[config.mk]
export PLATFORM = sky130hd
export DESIGN_NAME = fndc_top
export DESIGN_NICKNAME = d
export VERILOG_FILES = /design/src/logic/fndc_fix.sv /design/src/pkg/fndc_pkg.sv /design/src/logic/fndc_down_counter.sv /design/src/logic/fndc_top.sv
export VERILOG_INCLUDE_DIRS = /design/src /design/src/pkg
export SDC_FILE = /design/constraint.sdc
export NUM_CORES = 1
export LEC_CHECK = 0
export BUFFER_PORTS_ARGS = -buffer_cell sky130_fd_sc_hd__buf_2
export CAP_MARGIN = 20
export CORE_ASPECT_RATIO = 0.7
export CORE_MARGIN = 1
export CORE_UTILIZATION = 63
export DETAILED_ROUTE_END_ITERATION = 10
export PLACE_DENSITY = 0.77
export RECOVER_POWER = 50
export REMOVE_ABC_BUFFERS = 1
export SLEW_MARGIN = 15
export SYNTH_ARGS = -nofsm -noshare
export SYNTH_HDL_FRONTEND = slang
export SYNTH_HIERARCHICAL = 1
export SYNTH_SLANG_ARGS = --single-unit
[constraint.sdc]
create_clock -name mclk_i -period 10.1 [get_ports mclk_i]
set_input_delay 1.01 -clock mclk_i [delete_from_list [all_inputs] [get_ports mclk_i]]
set_output_delay 1.01 -clock mclk_i [all_outputs]
set_load 0.01 [all_outputs]
[src/pkg/fndc_map.svh]
// Constants of the fractional-N divider control: word layouts, codes, widths
// Function
// - Word bits 12:2 give extender bits 14:4
// - First frequency word 23:20 gives extender 3:0
// - Word bits 20:13 give fractional code
// - Auto-tune fields placed in bits 2 to 20
// - Modulator picks low or high modulus
// - Select bit 23: 0 gives 8/9, 1 gives 16/17
// - Six-bit low and four-bit high counters
// - Six-bit counts low, four-bit counts high
// - Counter setting updated every comparison cycle
// - Third-order cascaded modulator randomizes ratio
// - Divider brings prescaler down to comparison rate
// - Counter loads reloaded cycle by cycle
// - Bit 18: 0 integer, 1 fractional mode
// - Lock indicator high while frequency locked
// - Indicator pin may carry divider or test outputs
// - Codes 000 lock, 001 ref, 010 N, 111 test
`ifndef FNDC_MAP_SVH
`define FNDC_MAP_SVH

`define FNDC_WORD_W        26
`define FNDC_ADR_HI        1
`define FNDC_ADR_LO        0
`define FNDC_ADR_SETUP     2'h0
`define FNDC_ADR_AUTOTUNE  2'h1
`define FNDC_ADR_FREQ1     2'h2
`define FNDC_ADR_FREQ2     2'h3

`define FNDC_W0_PSEL       23
`define FNDC_W0_MUX_HI     17
`define FNDC_W0_MUX_LO     15

`define FNDC_W1_CDLY_HI    3
`define FNDC_W1_CDLY_LO    2
`define FNDC_W1_TEMP_HI    8
`define FNDC_W1_TEMP_LO    4
`define FNDC_W1_TEMP_EN    9
`define FNDC_W1_EXT_HI     17
`define FNDC_W1_EXT_LO     10
`define FNDC_W1_OVR        18
`define FNDC_W1_VAL        19
`define FNDC_W1_EN         20

`define FNDC_W2_RDIV_HI    3
`define FNDC_W2_RDIV_LO    2
`define FNDC_W2_NDIV_HI    15
`define FNDC_W2_NDIV_LO    6
`define FNDC_W2_MODON      17
`define FNDC_W2_FRAC       18
`define FNDC_W2_ME_HI      23
`define FNDC_W2_ME_LO      20

`define FNDC_W3_ME_HI      12
`define FNDC_W3_ME_LO      2
`define FNDC_W3_FN_HI      20
`define FNDC_W3_FN_LO      13

`define FNDC_MUX_LOCK      3'h0
`define FNDC_MUX_REF       3'h1
`define FNDC_MUX_NDIV      3'h2
`define FNDC_MUX_TEST      3'h7

`define FNDC_RDIV_8        2'h0
`define FNDC_RDIV_4        2'h1
`define FNDC_RDIV_2        2'h2
`define FNDC_RDIV_1        2'h3
`define FNDC_RCNT_8        3'h7
`define FNDC_RCNT_4        3'h3
`define FNDC_RCNT_2        3'h1
`define FNDC_RCNT_1        3'h0

`define FNDC_M_W           6
`define FNDC_A_W           4
`define FNDC_NDIV_W        10
`define FNDC_ME_W          15
`define FNDC_FN_W          8
`define FNDC_FRAC_W        23
`define FNDC_NCYC_W        11
`define FNDC_SYNC_W        3

`endif

[src/logic/fndc_fix.sv]
// (empty)

[src/pkg/fndc_pkg.sv]
// Types of the fractional-N divider control
`include "fndc_map.svh"
package fndc_pkg;

    typedef logic [`FNDC_SYNC_W-1:0] fndc_sync_t;

    typedef struct packed {
        fndc_sync_t                 sclk_s;
        fndc_sync_t                 sdat_s;
        fndc_sync_t                 le_s;
        fndc_sync_t                 pre_s;
        fndc_sync_t                 ref_s;
        fndc_sync_t                 lock_s;
        fndc_sync_t                 tst_s;
        logic                       sclk_f;
        logic                       sdat_f;
        logic                       le_f;
        logic                       pre_f;
        logic                       ref_f;
        logic                       lock_f;
        logic                       tst_f;
        logic [`FNDC_WORD_W-1:0]    shift;
        logic                       psel;
        logic [2:0]                 mux_sel;
        logic [1:0]                 at_cdly;
        logic [4:0]                 at_temp;
        logic                       at_temp_en;
        logic [7:0]                 at_ext;
        logic                       at_ovr;
        logic                       at_val;
        logic                       at_en;
        logic [1:0]                 rdiv;
        logic [`FNDC_NDIV_W-1:0]    ndiv;
        logic                       mod_on;
        logic                       frac_sel;
        logic [3:0]                 me_lo;
        logic [10:0]                me_hi;
        logic [`FNDC_FN_W-1:0]      fn;
        logic                       pend;
        logic [`FNDC_NDIV_W-1:0]    act_ndiv;
        logic [`FNDC_FRAC_W-1:0]    act_frac;
        logic                       act_frac_sel;
        logic                       act_mod_on;
        logic                       act_p16;
        logic [`FNDC_FRAC_W-1:0]    acc1;
        logic [`FNDC_FRAC_W-1:0]    acc2;
        logic [`FNDC_FRAC_W-1:0]    acc3;
        logic                       c2d;
        logic                       c3d;
        logic                       c3dd;
        logic [2:0]                 rcnt;
        logic                       ref_tick;
        logic                       ndiv_pulse;
        logic                       pin;
        logic                       word_load;
    } fndc_state_t;

    typedef struct packed {
        logic [`FNDC_M_W-1:0]       cnt;
    } fndc_cnt_state_t;

endpackage

[src/logic/fndc_down_counter.sv]
// Loadable down counter used for the low and high modulus counts
`timescale 1ns/1ps
`default_nettype none
module fndc_down_counter #(
    parameter int W = 6
) (
    // Clock and reset
    input  wire logic         mclk_i,
    input  wire logic         rst_i,
    // Control
    input  wire logic         load_i,
    input  wire logic [W-1:0] load_val_i,
    input  wire logic         dec_i,
    // State
    output logic      [W-1:0] cnt_o
);
    logic [W-1:0] cnt_r;
    logic [W-1:0] cnt_nxt;

    always_comb
    begin
        cnt_nxt = cnt_r;
        if (load_i)
        begin
            cnt_nxt = load_val_i;
        end
        else if (dec_i && (cnt_r != '0))
        begin
            cnt_nxt = cnt_r - W'(1);
        end
    end

    always_ff @(posedge mclk_i)
    begin
        if (rst_i)
        begin
            cnt_r <= '0;
        end
        else
        begin
            cnt_r <= cnt_nxt;
        end
    end

    assign cnt_o = cnt_r;
endmodule
`default_nettype wire

[src/logic/fndc_top.sv]
// Fractional-N feedback divider control with three-wire serial programming
`timescale 1ns/1ps
`default_nettype none
`include "fndc_map.svh"
module fndc_top (
    // Clock and reset
    input  wire logic        mclk_i,
    input  wire logic        rst_i,
    // Three-wire serial port
    input  wire logic        ser_clk_i,
    input  wire logic        ser_data_i,
    input  wire logic        ser_le_i,
    // Prescaler and reference
    input  wire logic        prescaler_out_i,
    input  wire logic        ref_clk_i,
    output logic             mod_high_o,
    output logic             prescaler_16_o,
    output logic             ref_div_pulse_o,
    output logic             ndiv_pulse_o,
    // Lock and test
    input  wire logic        lock_detect_i,
    input  wire logic        autotune_test_i,
    output logic             lock_indicator_pin_o,
    // Auto-tune loop fields
    output logic [1:0]       at_clk_dly_o,
    output logic [4:0]       at_temp_comp_o,
    output logic             at_temp_comp_en_o,
    output logic [7:0]       at_ext_test_o,
    output logic             at_flag_override_o,
    output logic             at_flag_value_o,
    output logic             at_enable_o,
    // Status
    output logic             word_load_o
);
    import fndc_pkg::*;

    fndc_state_t             st_r;
    fndc_state_t             st_nxt;
    logic [`FNDC_M_W-1:0]    m_cnt;
    logic [`FNDC_A_W-1:0]    a_cnt;
    logic                    pre_rise;
    logic                    div_end;
    logic [`FNDC_M_W-1:0]    m_load;
    logic [`FNDC_A_W-1:0]    a_load;

    // Filtered prescaler rise, the same edge that the divide logic sees
    assign pre_rise = st_r.pre_s[1] && st_r.pre_s[2] && !st_r.pre_f;

    always_comb
    begin
        logic                     sclk_rise;
        logic                     le_rise;
        logic                     ref_rise;
        logic                     prise;
        logic [1:0]               adr;
        logic [`FNDC_FRAC_W:0]    s1;
        logic [`FNDC_FRAC_W:0]    s2;
        logic [`FNDC_FRAC_W:0]    s3;
        logic [3:0]               dn;
        logic [`FNDC_NCYC_W-1:0]  nbase;
        logic [`FNDC_NCYC_W-1:0]  ncyc;
        sclk_rise = 1'b0;
        le_rise   = 1'b0;
        ref_rise  = 1'b0;
        prise     = 1'b0;
        adr       = 2'h0;
        s1        = '0;
        s2        = '0;
        s3        = '0;
        dn        = 4'h0;
        nbase     = '0;
        ncyc      = '0;
        st_nxt    = st_r;

        // Pin synchronisers with agreement filter
        st_nxt.sclk_s = {st_r.sclk_s[1:0], ser_clk_i};
        st_nxt.sdat_s = {st_r.sdat_s[1:0], ser_data_i};
        st_nxt.le_s   = {st_r.le_s[1:0], ser_le_i};
        st_nxt.pre_s  = {st_r.pre_s[1:0], prescaler_out_i};
        st_nxt.ref_s  = {st_r.ref_s[1:0], ref_clk_i};
        st_nxt.lock_s = {st_r.lock_s[1:0], lock_detect_i};
        st_nxt.tst_s  = {st_r.tst_s[1:0], autotune_test_i};
        if (st_r.sclk_s[1] == st_r.sclk_s[2])
        begin
            st_nxt.sclk_f = st_r.sclk_s[2];
        end
        if (st_r.sdat_s[1] == st_r.sdat_s[2])
        begin
            st_nxt.sdat_f = st_r.sdat_s[2];
        end
        if (st_r.le_s[1] == st_r.le_s[2])
        begin
            st_nxt.le_f = st_r.le_s[2];
        end
        if (st_r.pre_s[1] == st_r.pre_s[2])
        begin
            st_nxt.pre_f = st_r.pre_s[2];
        end
        if (st_r.ref_s[1] == st_r.ref_s[2])
        begin
            st_nxt.ref_f = st_r.ref_s[2];
        end
        if (st_r.lock_s[1] == st_r.lock_s[2])
        begin
            st_nxt.lock_f = st_r.lock_s[2];
        end
        if (st_r.tst_s[1] == st_r.tst_s[2])
        begin
            st_nxt.tst_f = st_r.tst_s[2];
        end
        sclk_rise = st_nxt.sclk_f && !st_r.sclk_f;
        le_rise   = st_nxt.le_f && !st_r.le_f;
        ref_rise  = st_nxt.ref_f && !st_r.ref_f;
        prise     = st_nxt.pre_f && !st_r.pre_f;

        // Serial shift, most significant bit first
        if (sclk_rise)
        begin
            st_nxt.shift = {st_r.shift[`FNDC_WORD_W-2:0], st_r.sdat_f};
        end

        // Word decode on the latch edge
        st_nxt.word_load = le_rise;
        adr = st_r.shift[`FNDC_ADR_HI:`FNDC_ADR_LO];
        if (le_rise)
        begin
            unique case (adr)
                `FNDC_ADR_SETUP:
                begin
                    st_nxt.psel    = st_r.shift[`FNDC_W0_PSEL];
                    st_nxt.mux_sel = st_r.shift[`FNDC_W0_MUX_HI:`FNDC_W0_MUX_LO];
                end
                `FNDC_ADR_AUTOTUNE:
                begin
                    st_nxt.at_cdly    = st_r.shift[`FNDC_W1_CDLY_HI:`FNDC_W1_CDLY_LO];
                    st_nxt.at_temp    = st_r.shift[`FNDC_W1_TEMP_HI:`FNDC_W1_TEMP_LO];
                    st_nxt.at_temp_en = st_r.shift[`FNDC_W1_TEMP_EN];
                    st_nxt.at_ext     = st_r.shift[`FNDC_W1_EXT_HI:`FNDC_W1_EXT_LO];
                    st_nxt.at_ovr     = st_r.shift[`FNDC_W1_OVR];
                    st_nxt.at_val     = st_r.shift[`FNDC_W1_VAL];
                    st_nxt.at_en      = st_r.shift[`FNDC_W1_EN];
                end
                `FNDC_ADR_FREQ1:
                begin
                    st_nxt.rdiv     = st_r.shift[`FNDC_W2_RDIV_HI:`FNDC_W2_RDIV_LO];
                    st_nxt.ndiv     = st_r.shift[`FNDC_W2_NDIV_HI:`FNDC_W2_NDIV_LO];
                    st_nxt.mod_on   = st_r.shift[`FNDC_W2_MODON];
                    st_nxt.frac_sel = st_r.shift[`FNDC_W2_FRAC];
                    st_nxt.me_lo    = st_r.shift[`FNDC_W2_ME_HI:`FNDC_W2_ME_LO];
                    st_nxt.pend     = 1'b1;
                end
                `FNDC_ADR_FREQ2:
                begin
                    st_nxt.me_hi = st_r.shift[`FNDC_W3_ME_HI:`FNDC_W3_ME_LO];
                    st_nxt.fn    = st_r.shift[`FNDC_W3_FN_HI:`FNDC_W3_FN_LO];
                    st_nxt.pend  = 1'b1;
                end
            endcase
        end

        // Reference divider by 8, 4, 2 or 1
        st_nxt.ref_tick = 1'b0;
        if (ref_rise)
        begin
            if (st_r.rcnt == 3'h0)
            begin
                st_nxt.ref_tick = 1'b1;
                unique case (st_r.rdiv)
                    `FNDC_RDIV_8: st_nxt.rcnt = `FNDC_RCNT_8;
                    `FNDC_RDIV_4: st_nxt.rcnt = `FNDC_RCNT_4;
                    `FNDC_RDIV_2: st_nxt.rcnt = `FNDC_RCNT_2;
                    `FNDC_RDIV_1: st_nxt.rcnt = `FNDC_RCNT_1;
                endcase
            end
            else
            begin
                st_nxt.rcnt = st_r.rcnt - 3'h1;
            end
        end

        // Third-order cascaded sigma-delta, one step per divide cycle
        s1 = {1'b0, st_r.acc1} + {1'b0, st_r.act_frac};
        s2 = {1'b0, st_r.acc2} + {1'b0, s1[`FNDC_FRAC_W-1:0]};
        s3 = {1'b0, st_r.acc3} + {1'b0, s2[`FNDC_FRAC_W-1:0]};
        dn = 4'(s1[`FNDC_FRAC_W]) + 4'(s2[`FNDC_FRAC_W]) - 4'(st_r.c2d)
           + 4'(s3[`FNDC_FRAC_W]) - 4'({st_r.c3d, 1'b0}) + 4'(st_r.c3dd);
        if (!st_r.act_frac_sel || !st_r.act_mod_on)
        begin
            dn = 4'h0;
        end

        // Integer ratio from the low and high counter fields
        if (st_r.act_p16)
        begin
            nbase = {1'b0, st_r.act_ndiv};
        end
        else
        begin
            nbase = {2'h0, st_r.act_ndiv[`FNDC_NDIV_W-1:4], st_r.act_ndiv[2:0]};
        end
        ncyc = nbase + {{(`FNDC_NCYC_W-4){dn[3]}}, dn};

        // Split the cycle ratio into low and high modulus counts
        if (st_r.act_p16)
        begin
            m_load = ncyc[9:4];
            a_load = ncyc[3:0];
        end
        else
        begin
            m_load = ncyc[8:3];
            a_load = {1'b0, ncyc[2:0]};
        end

        div_end = (prise && (m_cnt <= `FNDC_M_W'(1))) || (m_cnt == '0);
        st_nxt.ndiv_pulse = div_end;
        if (div_end)
        begin
            st_nxt.c2d  = s2[`FNDC_FRAC_W];
            st_nxt.c3d  = s3[`FNDC_FRAC_W];
            st_nxt.c3dd = st_r.c3d;
            st_nxt.acc1 = s1[`FNDC_FRAC_W-1:0];
            st_nxt.acc2 = s2[`FNDC_FRAC_W-1:0];
            st_nxt.acc3 = s3[`FNDC_FRAC_W-1:0];
            if (st_r.pend && !le_rise)
            begin
                st_nxt.pend         = 1'b0;
                st_nxt.act_ndiv     = st_r.ndiv;
                st_nxt.act_frac     = {st_r.fn, st_r.me_hi, st_r.me_lo};
                st_nxt.act_frac_sel = st_r.frac_sel;
                st_nxt.act_mod_on   = st_r.mod_on;
            end
            st_nxt.act_p16 = st_r.psel;
        end
        if (!st_r.act_mod_on)
        begin
            st_nxt.acc1 = '0;
            st_nxt.acc2 = '0;
            st_nxt.acc3 = '0;
            st_nxt.c2d  = 1'b0;
            st_nxt.c3d  = 1'b0;
            st_nxt.c3dd = 1'b0;
        end

        // Lock indicator pin source
        unique case (st_r.mux_sel)
            `FNDC_MUX_LOCK: st_nxt.pin = st_r.lock_f;
            `FNDC_MUX_REF:  st_nxt.pin = st_r.ref_tick;
            `FNDC_MUX_NDIV: st_nxt.pin = st_r.ndiv_pulse;
            `FNDC_MUX_TEST: st_nxt.pin = st_r.tst_f;
            default:        st_nxt.pin = 1'b0;
        endcase
    end

    // Low-modulus total count and high-modulus count
    fndc_down_counter #(
        .W          (`FNDC_M_W)
    ) u_m_cnt (
        .mclk_i     (mclk_i),
        .rst_i      (rst_i),
        .load_i     (div_end),
        .load_val_i (m_load),
        .dec_i      (pre_rise),
        .cnt_o      (m_cnt)
    );

    fndc_down_counter #(
        .W          (`FNDC_A_W)
    ) u_a_cnt (
        .mclk_i     (mclk_i),
        .rst_i      (rst_i),
        .load_i     (div_end),
        .load_val_i (a_load),
        .dec_i      (pre_rise),
        .cnt_o      (a_cnt)
    );

    always_ff @(posedge mclk_i)
    begin
        if (rst_i)
        begin
            st_r <= '0;
        end
        else
        begin
            st_r <= st_nxt;
        end
    end

    // Outputs
    assign mod_high_o           = (a_cnt != '0);
    assign prescaler_16_o       = st_r.act_p16;
    assign ref_div_pulse_o      = st_r.ref_tick;
    assign ndiv_pulse_o         = st_r.ndiv_pulse;
    assign lock_indicator_pin_o = st_r.pin;
    assign at_clk_dly_o         = st_r.at_cdly;
    assign at_temp_comp_o       = st_r.at_temp;
    assign at_temp_comp_en_o    = st_r.at_temp_en;
    assign at_ext_test_o        = st_r.at_ext;
    assign at_flag_override_o   = st_r.at_ovr;
    assign at_flag_value_o      = st_r.at_val;
    assign at_enable_o          = st_r.at_en;
    assign word_load_o          = st_r.word_load;
endmodule
`default_nettype wire

==> metrics.txt, run 1 <==
detail-routed via count per cell 5.773; path depth of the worst reg2reg path 35; Post-Synthesis Mean Instance Area 8.068 um2; failing checks capacitance limit, slew limit; class of the tightest hold or removal check reg2reg; crit share post-route 85.64%; fraction of final layout cells sized beyond drive strength 1 6.379%; Synth top area share 37.86%; CP max-delay cell a2111oi_0; net count reported at finish 1643; number of remaining DRC errors 0; maximum clock frequency roughly 120 MHz; headroom to the max-slew limit -139.2%; cts-stage hold buffer count 0; DRT Wirelength 28400 um; register-to-register path setup slack 1.45 ns; capture point of the worst reg-to-reg path u_m_cnt/cnt_o[5]; TritonCTS Buffers 23; number of placement rows between 40 and 50; Hold Startpoint st_nxt[219]; setup fix buffers added after clock tree synthesis 0; type of element launching the critical path flop; WL/cell ~16 um; setup skew after layout between 0.01 and 0.015 ns; R2R Path Start st_r[56]; Post-Synthesis Cells between 1500 and 2000; most common cell after layout, fill and taps aside nand2_1; setup repair after global routing missed its margin false; Syn. warnings 6; Core Box Area 19230 um2; cell area power density 170.4 nW/um2; Root Buffer Master clkbuf_16; antenna violations before repair 0; crit-path max cell delay 0.73 ns; leakage power summed over all cells ~5.6 nW; fraction of synthesis flops using an asynchronous set or reset pin 0%; pins over their slew limit roughly 180; CP Data Required Time between 10 and 15 ns; top library cells by usage in the layout, fill and taps aside nand2_1, dfxtp_1, a21oi_1; biggest area contributors in the synthesized netlist dfxtp_1, nand2_1, ha_1; Yosys top cell by area dfxtp_1; Total Neg Setup Slack 0 ns; number of detailed-routing iterations run before antenna repair 5; number of violations of the max-capacitance limit 3; Crit Path Category reg2reg; register bit total from synthesis between 200 and 250; post-cts resize count 0; CTS max path bufs 3; Die Y between 100 and 150 um; Fin. Hold Viols 0; detailed router's first-iteration violation count ~940; met2 layer usage reported by global route approximately 40%; VDD IR-drop max 0.0001826 V; number of nets with antenna violations after routing 0; clock tree from TritonCTS built; initial standard-cell utilization of the core 65.44%; global-route wire length before repair between 40000 and 50000 um; most used flip-flop cell after synthesis dfxtp_1; number of stages on the worst hold path 1; number of vias after detailed routing ~10000; HPWL after detailed placement ~19000 um; number of placed I/O pins 34; Port Buffers 33; final core area utilization a little over two thirds; Die Width 170.9 um; number of fill cells in the layout roughly 1600; end point of the worst hold path st_nxt[220]; final setup violating endpoints 0; GRT Overall Usage 27.87%; proportion of synthesized chip area in sequential cells roughly 38%; GR Util met1 between 40% and 50%; Clock Sinks 238; DIE AREA between 20000 and 25000 um2; met3 routing resource usage after global routing 3.961%; maximum number of pins on one net before global-route repair 89; critical path peak fanout 9; clock slew seen by the registers of the worst setup and hold paths around 0.060 ns; number of different library cells in the post-synthesis netlist between 70 and 80; type of destination of the critical path flop; H-tree depth 1; count of flip-flops with a built-in enable after synthesis 0; busiest metal layer after global routing met1; transition time at the pin with the least slew margin 3.588 ns; routability congestion estimate from global placement 0.9629; synthesis-to-layout area growth 7.654%; number of antenna cells inserted 0; total global routing overflow 0; Worst EP arrival slightly above 9 ns; total standard cell area after synthesis 12590 um2; Final min period 8.650 ns; run status finished, violations left; source-to-sink clock delay at the later pin of the worst-skew pair roughly 0.53 ns; via count of the first global-routing pass roughly 9600
-- final cells by class --
| cell class | count | area, um2 | area share (%) |
|---|---|---|---|
| Clock buffer | 31 | 665.6 | 4.913 |
| Timing Repair Buffer | 44 | 217.7 | 1.607 |
| Sequential cell | 238 | 4765 | 35.16 |
| Tap cell | 264 | 330.3 | 2.438 |
| Inverter | 39 | 146.4 | 1.080 |
| Clock inverter | 11 | 153.9 | 1.136 |
| Multi-Input combinational cell | 1189 | 7271 | 53.66 |
-- worst max-delay path, delay by kind of cell (launching register included) --
family | cells | cell delay (ns)
AOI/OAI and AO/OA | 16 | 3.88
xor gates and xnor gates | 3 | 0.59
adders and majority gates | 7 | 2.47
buffers and inverters | 1 | 0.07
DFF | 1 | 0.31
and+or+nand+nor | 8 | 1.19
-- report_power, final --
part           leakage, nW  total, mW  switching [mW]  internal [mW]
Clock                0.401      0.926           0.382          0.544
Sequential            1.92      0.982          0.0219          0.961
Combinational         3.27      0.400           0.305         0.0951
-- cells in the mapped netlist, types with 7 or more instances --
library cell,count
mux2_2,7
nand2b_1,13
o211ai_1,7
nor2b_1,31
ha_1,93
nand3_1,21
o21ai_0,49
a22o_1,21
inv_1,38
nand2_1,361
a21oi_1,221
buf_4,15
xor2_1,28
o21bai_1,7
mux2i_1,12
a31oi_1,11
nor3_1,13
a211oi_1,19
clkbuf_1,77
dfxtp_1,238
xnor2_1,42
o21a_1,11
and3_1,7
nor2_1,79
a21o_1,40
-- worst max-delay path by stage --
stage	start	endpoint	slack [ns]	cells after the start
finish	st_r[56]	u_m_cnt/cnt_o[5]	1.45	35
floorplan	st_r[56]	u_m_cnt/cnt_o[5]	2.76	34
global placement	st_r[56]	u_m_cnt/cnt_o[5]	1.93	34
detailed placement	st_r[56]	u_m_cnt/cnt_o[5]	1.65	35
global route	st_r[56]	u_m_cnt/cnt_o[5]	0.76	35
CTS	st_r[56]	u_m_cnt/cnt_o[5]	1.55	35
-- flip-flops by register name, indices dropped and copies added (netlist names) --
name,cells
st_r,190
st_nxt,14
at_ext_test_o,8
u_m_cnt/cnt_o,6
at_temp_comp_o,5
u_a_cnt/cnt_o,4
at_clk_dly_o,2
at_enable_o,1
at_flag_override_o,1
at_flag_value_o,1
at_temp_comp_en_o,1
lock_indicator_pin_o,1
ndiv_pulse_o,1
prescaler_16_o,1
ref_div_pulse_o,1
word_load_o,1
-- through the flow --
stage / total power, mW / worst slack [ns] / instances / hold slack [ns] / area (um2)
2_1_floorplan: 1.247 / 2.757 / 1466 / 0.4138 / 12180
3_3_place_gp: 1.391 / 1.932 / 1773 / 0.4156 / 12750
3_5_place_dp: 1.397 / 1.647 / 1773 / 0.4242 / 12750
4_1_cts: 2.317 / 1.546 / 1815 / 0.4397 / 13570
5_1_grt: 2.400 / 0.7570 / 1816 / 0.4541 / 13550
6_report: 2.309 / 1.450 / 1816 / 0.4366 / 13550
-- cells by family after synthesis --
kind of cell | count (synthesis) | share of synthesized area, %
AND/OR/NAND/NOR | 566 | 19.49
AO/OA/AOI/OAI | 435 | 21.58
adder cells (fa/ha/maj) | 99 | 10.20
buffers and inverters | 133 | 4.424
multiplexers | 19 | 1.581
flip-flops | 238 | 37.86
XOR/XNOR | 70 | 4.871
-- routing by layer --
layer  wire length [um]  vias to the layer above  part of all wire [%]
li1                   -                     5343                     -
met1              14610                     4868                    51
met2              11860                      246                    42
met3               1565                       27                   5.5
met4                373                        0                   1.3
met5                  0                        -                     0
No activity file was read; power rests on OpenSTA's default activity.
==> run 2: changes to the inputs <==
--- a/config.mk
+++ b/config.mk
@@ -11,10 +11,10 @@
 export CORE_ASPECT_RATIO = 0.7
 export CORE_MARGIN = 1
-export CORE_UTILIZATION = 63
+export CORE_UTILIZATION = 40
 export DETAILED_ROUTE_END_ITERATION = 10
-export PLACE_DENSITY = 0.77
+export PLACE_DENSITY = 0.52
 export RECOVER_POWER = 50
 export REMOVE_ABC_BUFFERS = 1
-export SLEW_MARGIN = 15
+export SLEW_MARGIN = 40
 export SYNTH_ARGS = -nofsm -noshare
 export SYNTH_HDL_FRONTEND = slang
==> constraint.sdc (replaced) <==
create_clock -name mclk_i -period 10.1 [get_ports mclk_i]
set_input_delay 2.02 -clock mclk_i [delete_from_list [all_inputs] [get_ports mclk_i]]
set_output_delay 2.02 -clock mclk_i [all_outputs]
set_load 0.01 [all_outputs]
==> metrics.txt, run 2 (synthesis gave the netlist of run 1 again) <==
maximum number of pins on one net before global-route repair 73 (was 89); source-to-sink clock delay at the later pin of the worst-skew pair 0.54 ns (was 0.53 ns); Die Width 214.0 um (was 170.9 um); detail-routed via count per cell 5.233 (was 5.773); crit-path max cell delay 0.50 ns (was 0.73 ns); most common cell after layout, fill and taps aside nand2_1 (unchanged); VDD IR-drop max 0.0001715 V (was 0.0001826 V); number of nets with antenna violations after routing 0 (unchanged); clock tree from TritonCTS built (unchanged); antenna violations before repair 0 (unchanged); crit share post-route 85.17% (was 85.64%); Final min period 8.602 ns (was 8.650 ns); number of vias after detailed routing 10270 (was 10480); clock slew seen by the registers of the worst setup and hold paths 0.07 ns (was 0.06 ns); cell area power density 167.8 nW/um2 (was 170.4 nW/um2); top library cells by usage in the layout, fill and taps aside nand2_1, dfxtp_1, a21oi_1 (unchanged); via count of the first global-routing pass 9280 (was 9639); type of element launching the critical path flop (unchanged); class of the tightest hold or removal check reg2reg (unchanged); number of antenna cells inserted 0 (unchanged); CTS max path bufs 3 (unchanged); Int Power 1.588 mW (was 1.600 mW); Fin. Hold Viols 0 (unchanged); setup skew after layout 0.01390 ns (was 0.01086 ns); Core Box Area 30500 um2 (was 19230 um2); most common cell type on the critical path o21ai_0; TritonCTS Buffers 25 (was 23); sequential cell area in the final layout 4765 um2 (unchanged); DRT Wirelength 30020 um (was 28400 um); area after detailed placement 12950 um2 (was 12750 um2); number of remaining DRC errors 0 (unchanged); number of detailed-routing iterations run before antenna repair 5 (unchanged); HPWL after detailed placement 20440 um (was 19160 um); number of violations of the max-capacitance limit 3 (unchanged); DIE AREA 32190 um2 (was 20560 um2); Combinational Power Share 17.6% (was 17.3%); detailed router's first-iteration violation count 716 (was 942); pins over their slew limit 178 (was 175); CP max-delay cell fa_1 (was a2111oi_0); Worst EP arrival 9.03 ns (was 9.07 ns); initial standard-cell utilization of the core 41.26% (was 65.44%); number of placement rows 53 (was 42); Port Buffers 33 (unchanged); P_sw 0.7126 mW (was 0.7092 mW); final setup violating endpoints 0 (unchanged); clock network fraction of design power 39.7% (was 40.1%); total global routing overflow 0 (unchanged); Root Buffer Master clkbuf_16 (unchanged); routability congestion estimate from global placement 0.8597 (was 0.9629); Die Y 150.4 um (was 120.3 um); leakage power summed over all cells 5.560 nW (was 5.598 nW); multi-input combinational cell area 7286 um2 (was 7271 um2); type of destination of the critical path flop (unchanged); cts-stage hold buffer count 0 (unchanged); Seq pwr share 42.7% (was 42.6%); setup fix buffers added after clock tree synthesis 0 (unchanged); Clock Sinks 238 (unchanged); final instance area 13710 um2 (was 13550 um2); setup repair after global routing missed its margin false (unchanged); transition time at the pin with the least slew margin 2.982 ns (was 3.588 ns); failing checks capacitance limit, slew limit (unchanged); CP Data Required Time 10.53 ns (was 10.52 ns); maximum clock frequency 116.3 MHz (was 115.6 MHz); global-route wire length before repair 48900 um (was 47190 um); number of placed I/O pins 34 (unchanged); GRT Overall Usage 18.47% (was 27.87%); max FFs per register 190 (unchanged); headroom to the max-slew limit -98.77% (was -139.2%); fraction of final layout cells sized beyond drive strength 1 5.932% (was 6.379%); WL/cell 15.29 um (was 15.64 um); net count reported at finish 1644 (was 1643); most flop-heavy register st_r (unchanged); Total Neg Setup Slack 0 ns (unchanged); Crit Path Category reg2reg (unchanged); Final Hold Slack 0.4359 ns (was 0.4366 ns); post-cts resize count 0 (unchanged); synthesis-to-layout area growth 8.937% (was 7.654%); Sw Ratio 30.97% (was 30.72%); H-tree depth 1 (unchanged); final core area utilization 44.95% (was 70.45%); run status finished, violations left (unchanged); critical path peak fanout 9 (unchanged); number of fill cells in the layout 3134 (was 1578)
-- run 2: changes by cell type in the layout (fill, tap and decap cells not counted), moves of 2 or more --
cell	before	now
clkinvlp_4	2	0
clkbuf_8	6	4
clkbuf_1	20	29
buf_2	17	10
clkbuf_16	23	25
clkinv_2	4	6
-- run 2: path summary, 6_finish.rpt --
path,startpoint,end,slack (ns),cells past startpoint
setup / recovery,st_r[56],u_m_cnt/cnt_o[4],1.50,34
hold / removal,st_nxt[219],st_nxt[220],0.44,1
setup reg to reg,st_r[56],u_m_cnt/cnt_o[4],1.50,34
hold reg to reg,st_nxt[219],st_nxt[220],0.44,1
-- run 2: critical path: cells and delay by family, from the launching register on --
kind,cells,cell delay (ns)
buf+inv,2,0.19
flops,1,0.31
fa+ha+maj,7,2.65
compound gates,17,3.85
xor+xnor,3,0.53
simple gates,5,0.94
-- run 2: per-stage QoR --
stage,instances,power [mW],setup slack [ns]
after floorplan,1466,1.247,2.757
after global placement,1921,1.413,1.669
after detailed placement,1921,1.412,1.544
after CTS,1963,2.333,1.420
after global routing,1963,2.402,0.6877
final,1963,2.301,1.498
-- run 2: area by class of cell --
type                       instances  share of cell area, %
multi-input combinational       1189                  53.14
sequential                       238                  34.75
clock buffer                      33                  5.074
tap                              412                  3.760
timing repair buffer              43                  1.488
inverter                          39                  1.068
clock inverter                     9                 0.7209
-- run 2: power by group through the flow --
stage                     Combinational [mW]  Sequential [mW]  Clock [mW]
after floorplan                        0.248            0.999           0
after global placement                 0.410             1.00           0
after detailed placement               0.409             1.00           0
after CTS                              0.411            0.983       0.940
after global routing                   0.441            0.987       0.973
final                                  0.404            0.983       0.914
-- run 2: per-layer routing --
layer	up-vias	global-route usage [%]	routed length [um]
li1	5349	-	-
met1	4758	29.65	17010
met2	137	25.44	11470
met3	28	2.424	1069
met4	0	3.777	471
met5	-	0	0
==> run 3: changes to the inputs <==
Settings changed: CTS_BUF_LIST set to sky130_fd_sc_hd__clkbuf_4 sky130_fd_sc_hd__clkbuf_8 sky130_fd_sc_hd__clkbuf_16.
Clock period 10.1 ns to 10.9 ns, I/O delays scaled along.
==> metrics.txt, run 3 (synthesis gave the netlist of run 1 again) <==
crit share post-route 79.49% (was 85.17%); maximum clock frequency 115.4 MHz (was 116.3 MHz); clock tree from TritonCTS built (unchanged); number of remaining DRC errors 0 (unchanged); CTS max path bufs 3 (unchanged); transition time at the pin with the least slew margin 3.047 ns (was 2.982 ns); number of antenna cells inserted 0 (unchanged); register-to-register path setup slack 2.24 ns (was 1.50 ns); Root Buffer Master clkbuf_16 (unchanged); number of violations of the max-capacitance limit 3 (unchanged); antenna violations before repair 0 (unchanged); max FFs per register 190 (unchanged); post-route met1 wirelength 17110 um (was 17010 um); via count of the first global-routing pass 9281 (was 9280); run status finished, violations left (unchanged); type of destination of the critical path flop (unchanged); fraction of final layout cells sized beyond drive strength 1 6.447% (was 5.932%); post-route non-filler standard cell count 1963 (unchanged); setup repair after global routing missed its margin false (unchanged); type of element launching the critical path flop (unchanged); initial standard-cell utilization of the core 41.26% (unchanged); setup skew after layout 0.01023 ns (was 0.01390 ns); Port Buffers 33 (unchanged); cell area power density 158.0 nW/um2 (was 167.8 nW/um2); TritonCTS Buffers 25 (unchanged); total global routing overflow 0 (unchanged); sequential cell area in the final layout 4765 um2 (unchanged); synthesis-to-layout area growth 9.365% (was 8.937%); leakage power summed over all cells 5.591 nW (was 5.560 nW); Clock Sinks 238 (unchanged); area after detailed placement 12950 um2 (unchanged); Die Width 214.0 um (unchanged); post-cts resize count 0 (unchanged); worst slack, placed 2.337 ns (was 1.544 ns); met2 wire len 11850 um (was 11470 um); final core area utilization 45.12% (was 44.95%); DRT Wirelength 30500 um (was 30020 um); pins over their slew limit 178 (unchanged); top library cells by usage in the layout, fill and taps aside nand2_1, dfxtp_1, a21oi_1 (unchanged); detailed router's first-iteration violation count 720 (was 716); critical path peak fanout 9 (unchanged); source-to-sink clock delay at the later pin of the worst-skew pair 0.54 ns (about the same); clock slew seen by the registers of the worst setup and hold paths 0.06 ns (was 0.07 ns); final setup slack of the worst path 2.235 ns (was 1.498 ns); class of the tightest hold or removal check reg2reg (unchanged); detail-routed via count per cell 5.231 (was 5.233); CP Data Required Time 11.35 ns (was 10.53 ns); most common cell after layout, fill and taps aside nand2_1 (unchanged); failing checks capacitance limit, slew limit (unchanged); HPWL after detailed placement 20750 um (was 20440 um); number of placed I/O pins 34 (unchanged); crit-path max cell delay 0.68 ns (was 0.50 ns); multi-input combinational cell area 7289 um2 (was 7286 um2); most flop-heavy register st_r (unchanged); placed instance count 1921 (unchanged); maximum number of pins on one net before global-route repair 73 (unchanged); Core Box Area 30500 um2 (unchanged); H-tree depth 1 (unchanged); Fin. Hold Viols 0 (unchanged); setup fix buffers added after clock tree synthesis 0 (unchanged); WL/cell 15.54 um (was 15.29 um); DIE AREA 32190 um2 (unchanged); number of placement rows 53 (unchanged); GRT Overall Usage 18.74% (was 18.47%); headroom to the max-slew limit -103.1% (was -98.77%); Total Neg Setup Slack 0 ns (unchanged); Die Y 150.4 um (unchanged); net count reported at finish 1644 (unchanged); Crit Path Category reg2reg (unchanged); Final min period 8.665 ns (was 8.602 ns); final setup violating endpoints 0 (unchanged); number of nets with antenna violations after routing 0 (unchanged); global-route wire length before repair 49450 um (was 48900 um); number of vias after detailed routing 10270 (about the same); CP max-delay cell a2111oi_0 (was fa_1); number of detailed-routing iterations run before antenna repair 4 (was 5); total chip power 2.175 mW (was 2.301 mW); Final Hold Slack 0.4412 ns (was 0.4359 ns); VDD IR-drop max 0.0001611 V (was 0.0001715 V); Worst EP arrival 9.11 ns (was 9.03 ns); final instance area 13760 um2 (was 13710 um2); total met3 wirelength after detailed routing 1143 um (was 1069 um); cts-stage hold buffer count 0 (unchanged); uppermost layer routed met4 (unchanged); number of fill cells in the layout 3147 (was 3134); routability congestion estimate from global placement 0.8621 (was 0.8597)
run 3: final timing paths:
path | depth (start not counted) | from | endpoint
setup / recovery | 35 | st_r[56] | u_m_cnt/cnt_o[5]
hold / removal | 1 | st_nxt[219] | st_nxt[220]
setup reg to reg | 35 | st_r[56] | u_m_cnt/cnt_o[5]
hold reg to reg | 1 | st_nxt[219] | st_nxt[220]
run 3: cell type report:
type | instances | area share (%)
multi-input cells | 1189 | 52.96
clock inverters | 11 | 1.009
clock buffers | 31 | 5.100
flip-flops and latches | 238 | 34.61
inverters | 39 | 1.064
repair buffers | 43 | 1.509
well taps | 412 | 3.745
run 3: power breakdown:
group / switching (mW) / total (mW) / leakage, nW / internal (mW)
Combinational: 0.290 / 0.378 / 3.25 / 0.0884
Sequential: 0.0206 / 0.911 / 1.92 / 0.890
Clock: 0.361 / 0.886 / 0.415 / 0.525
run 3: metal layers:
metal	global-route usage (%)	vias up
met1	29.68	4744
met2	26.04	141
met3	2.909	30
met4	3.741	0
li1	-	5353
met5	0	-
run 3: worst max-delay path: cells and delay by family, from the launching register on:
family | cells | cell delay [ns]
adders and majority gates | 7 | 2.57
AOI/OAI and AO/OA | 16 | 3.82
xor gates and xnor gates | 3 | 0.60
and+or+nand+nor | 8 | 1.20
buffers and inverters | 1 | 0.08
DFF | 1 | 0.31
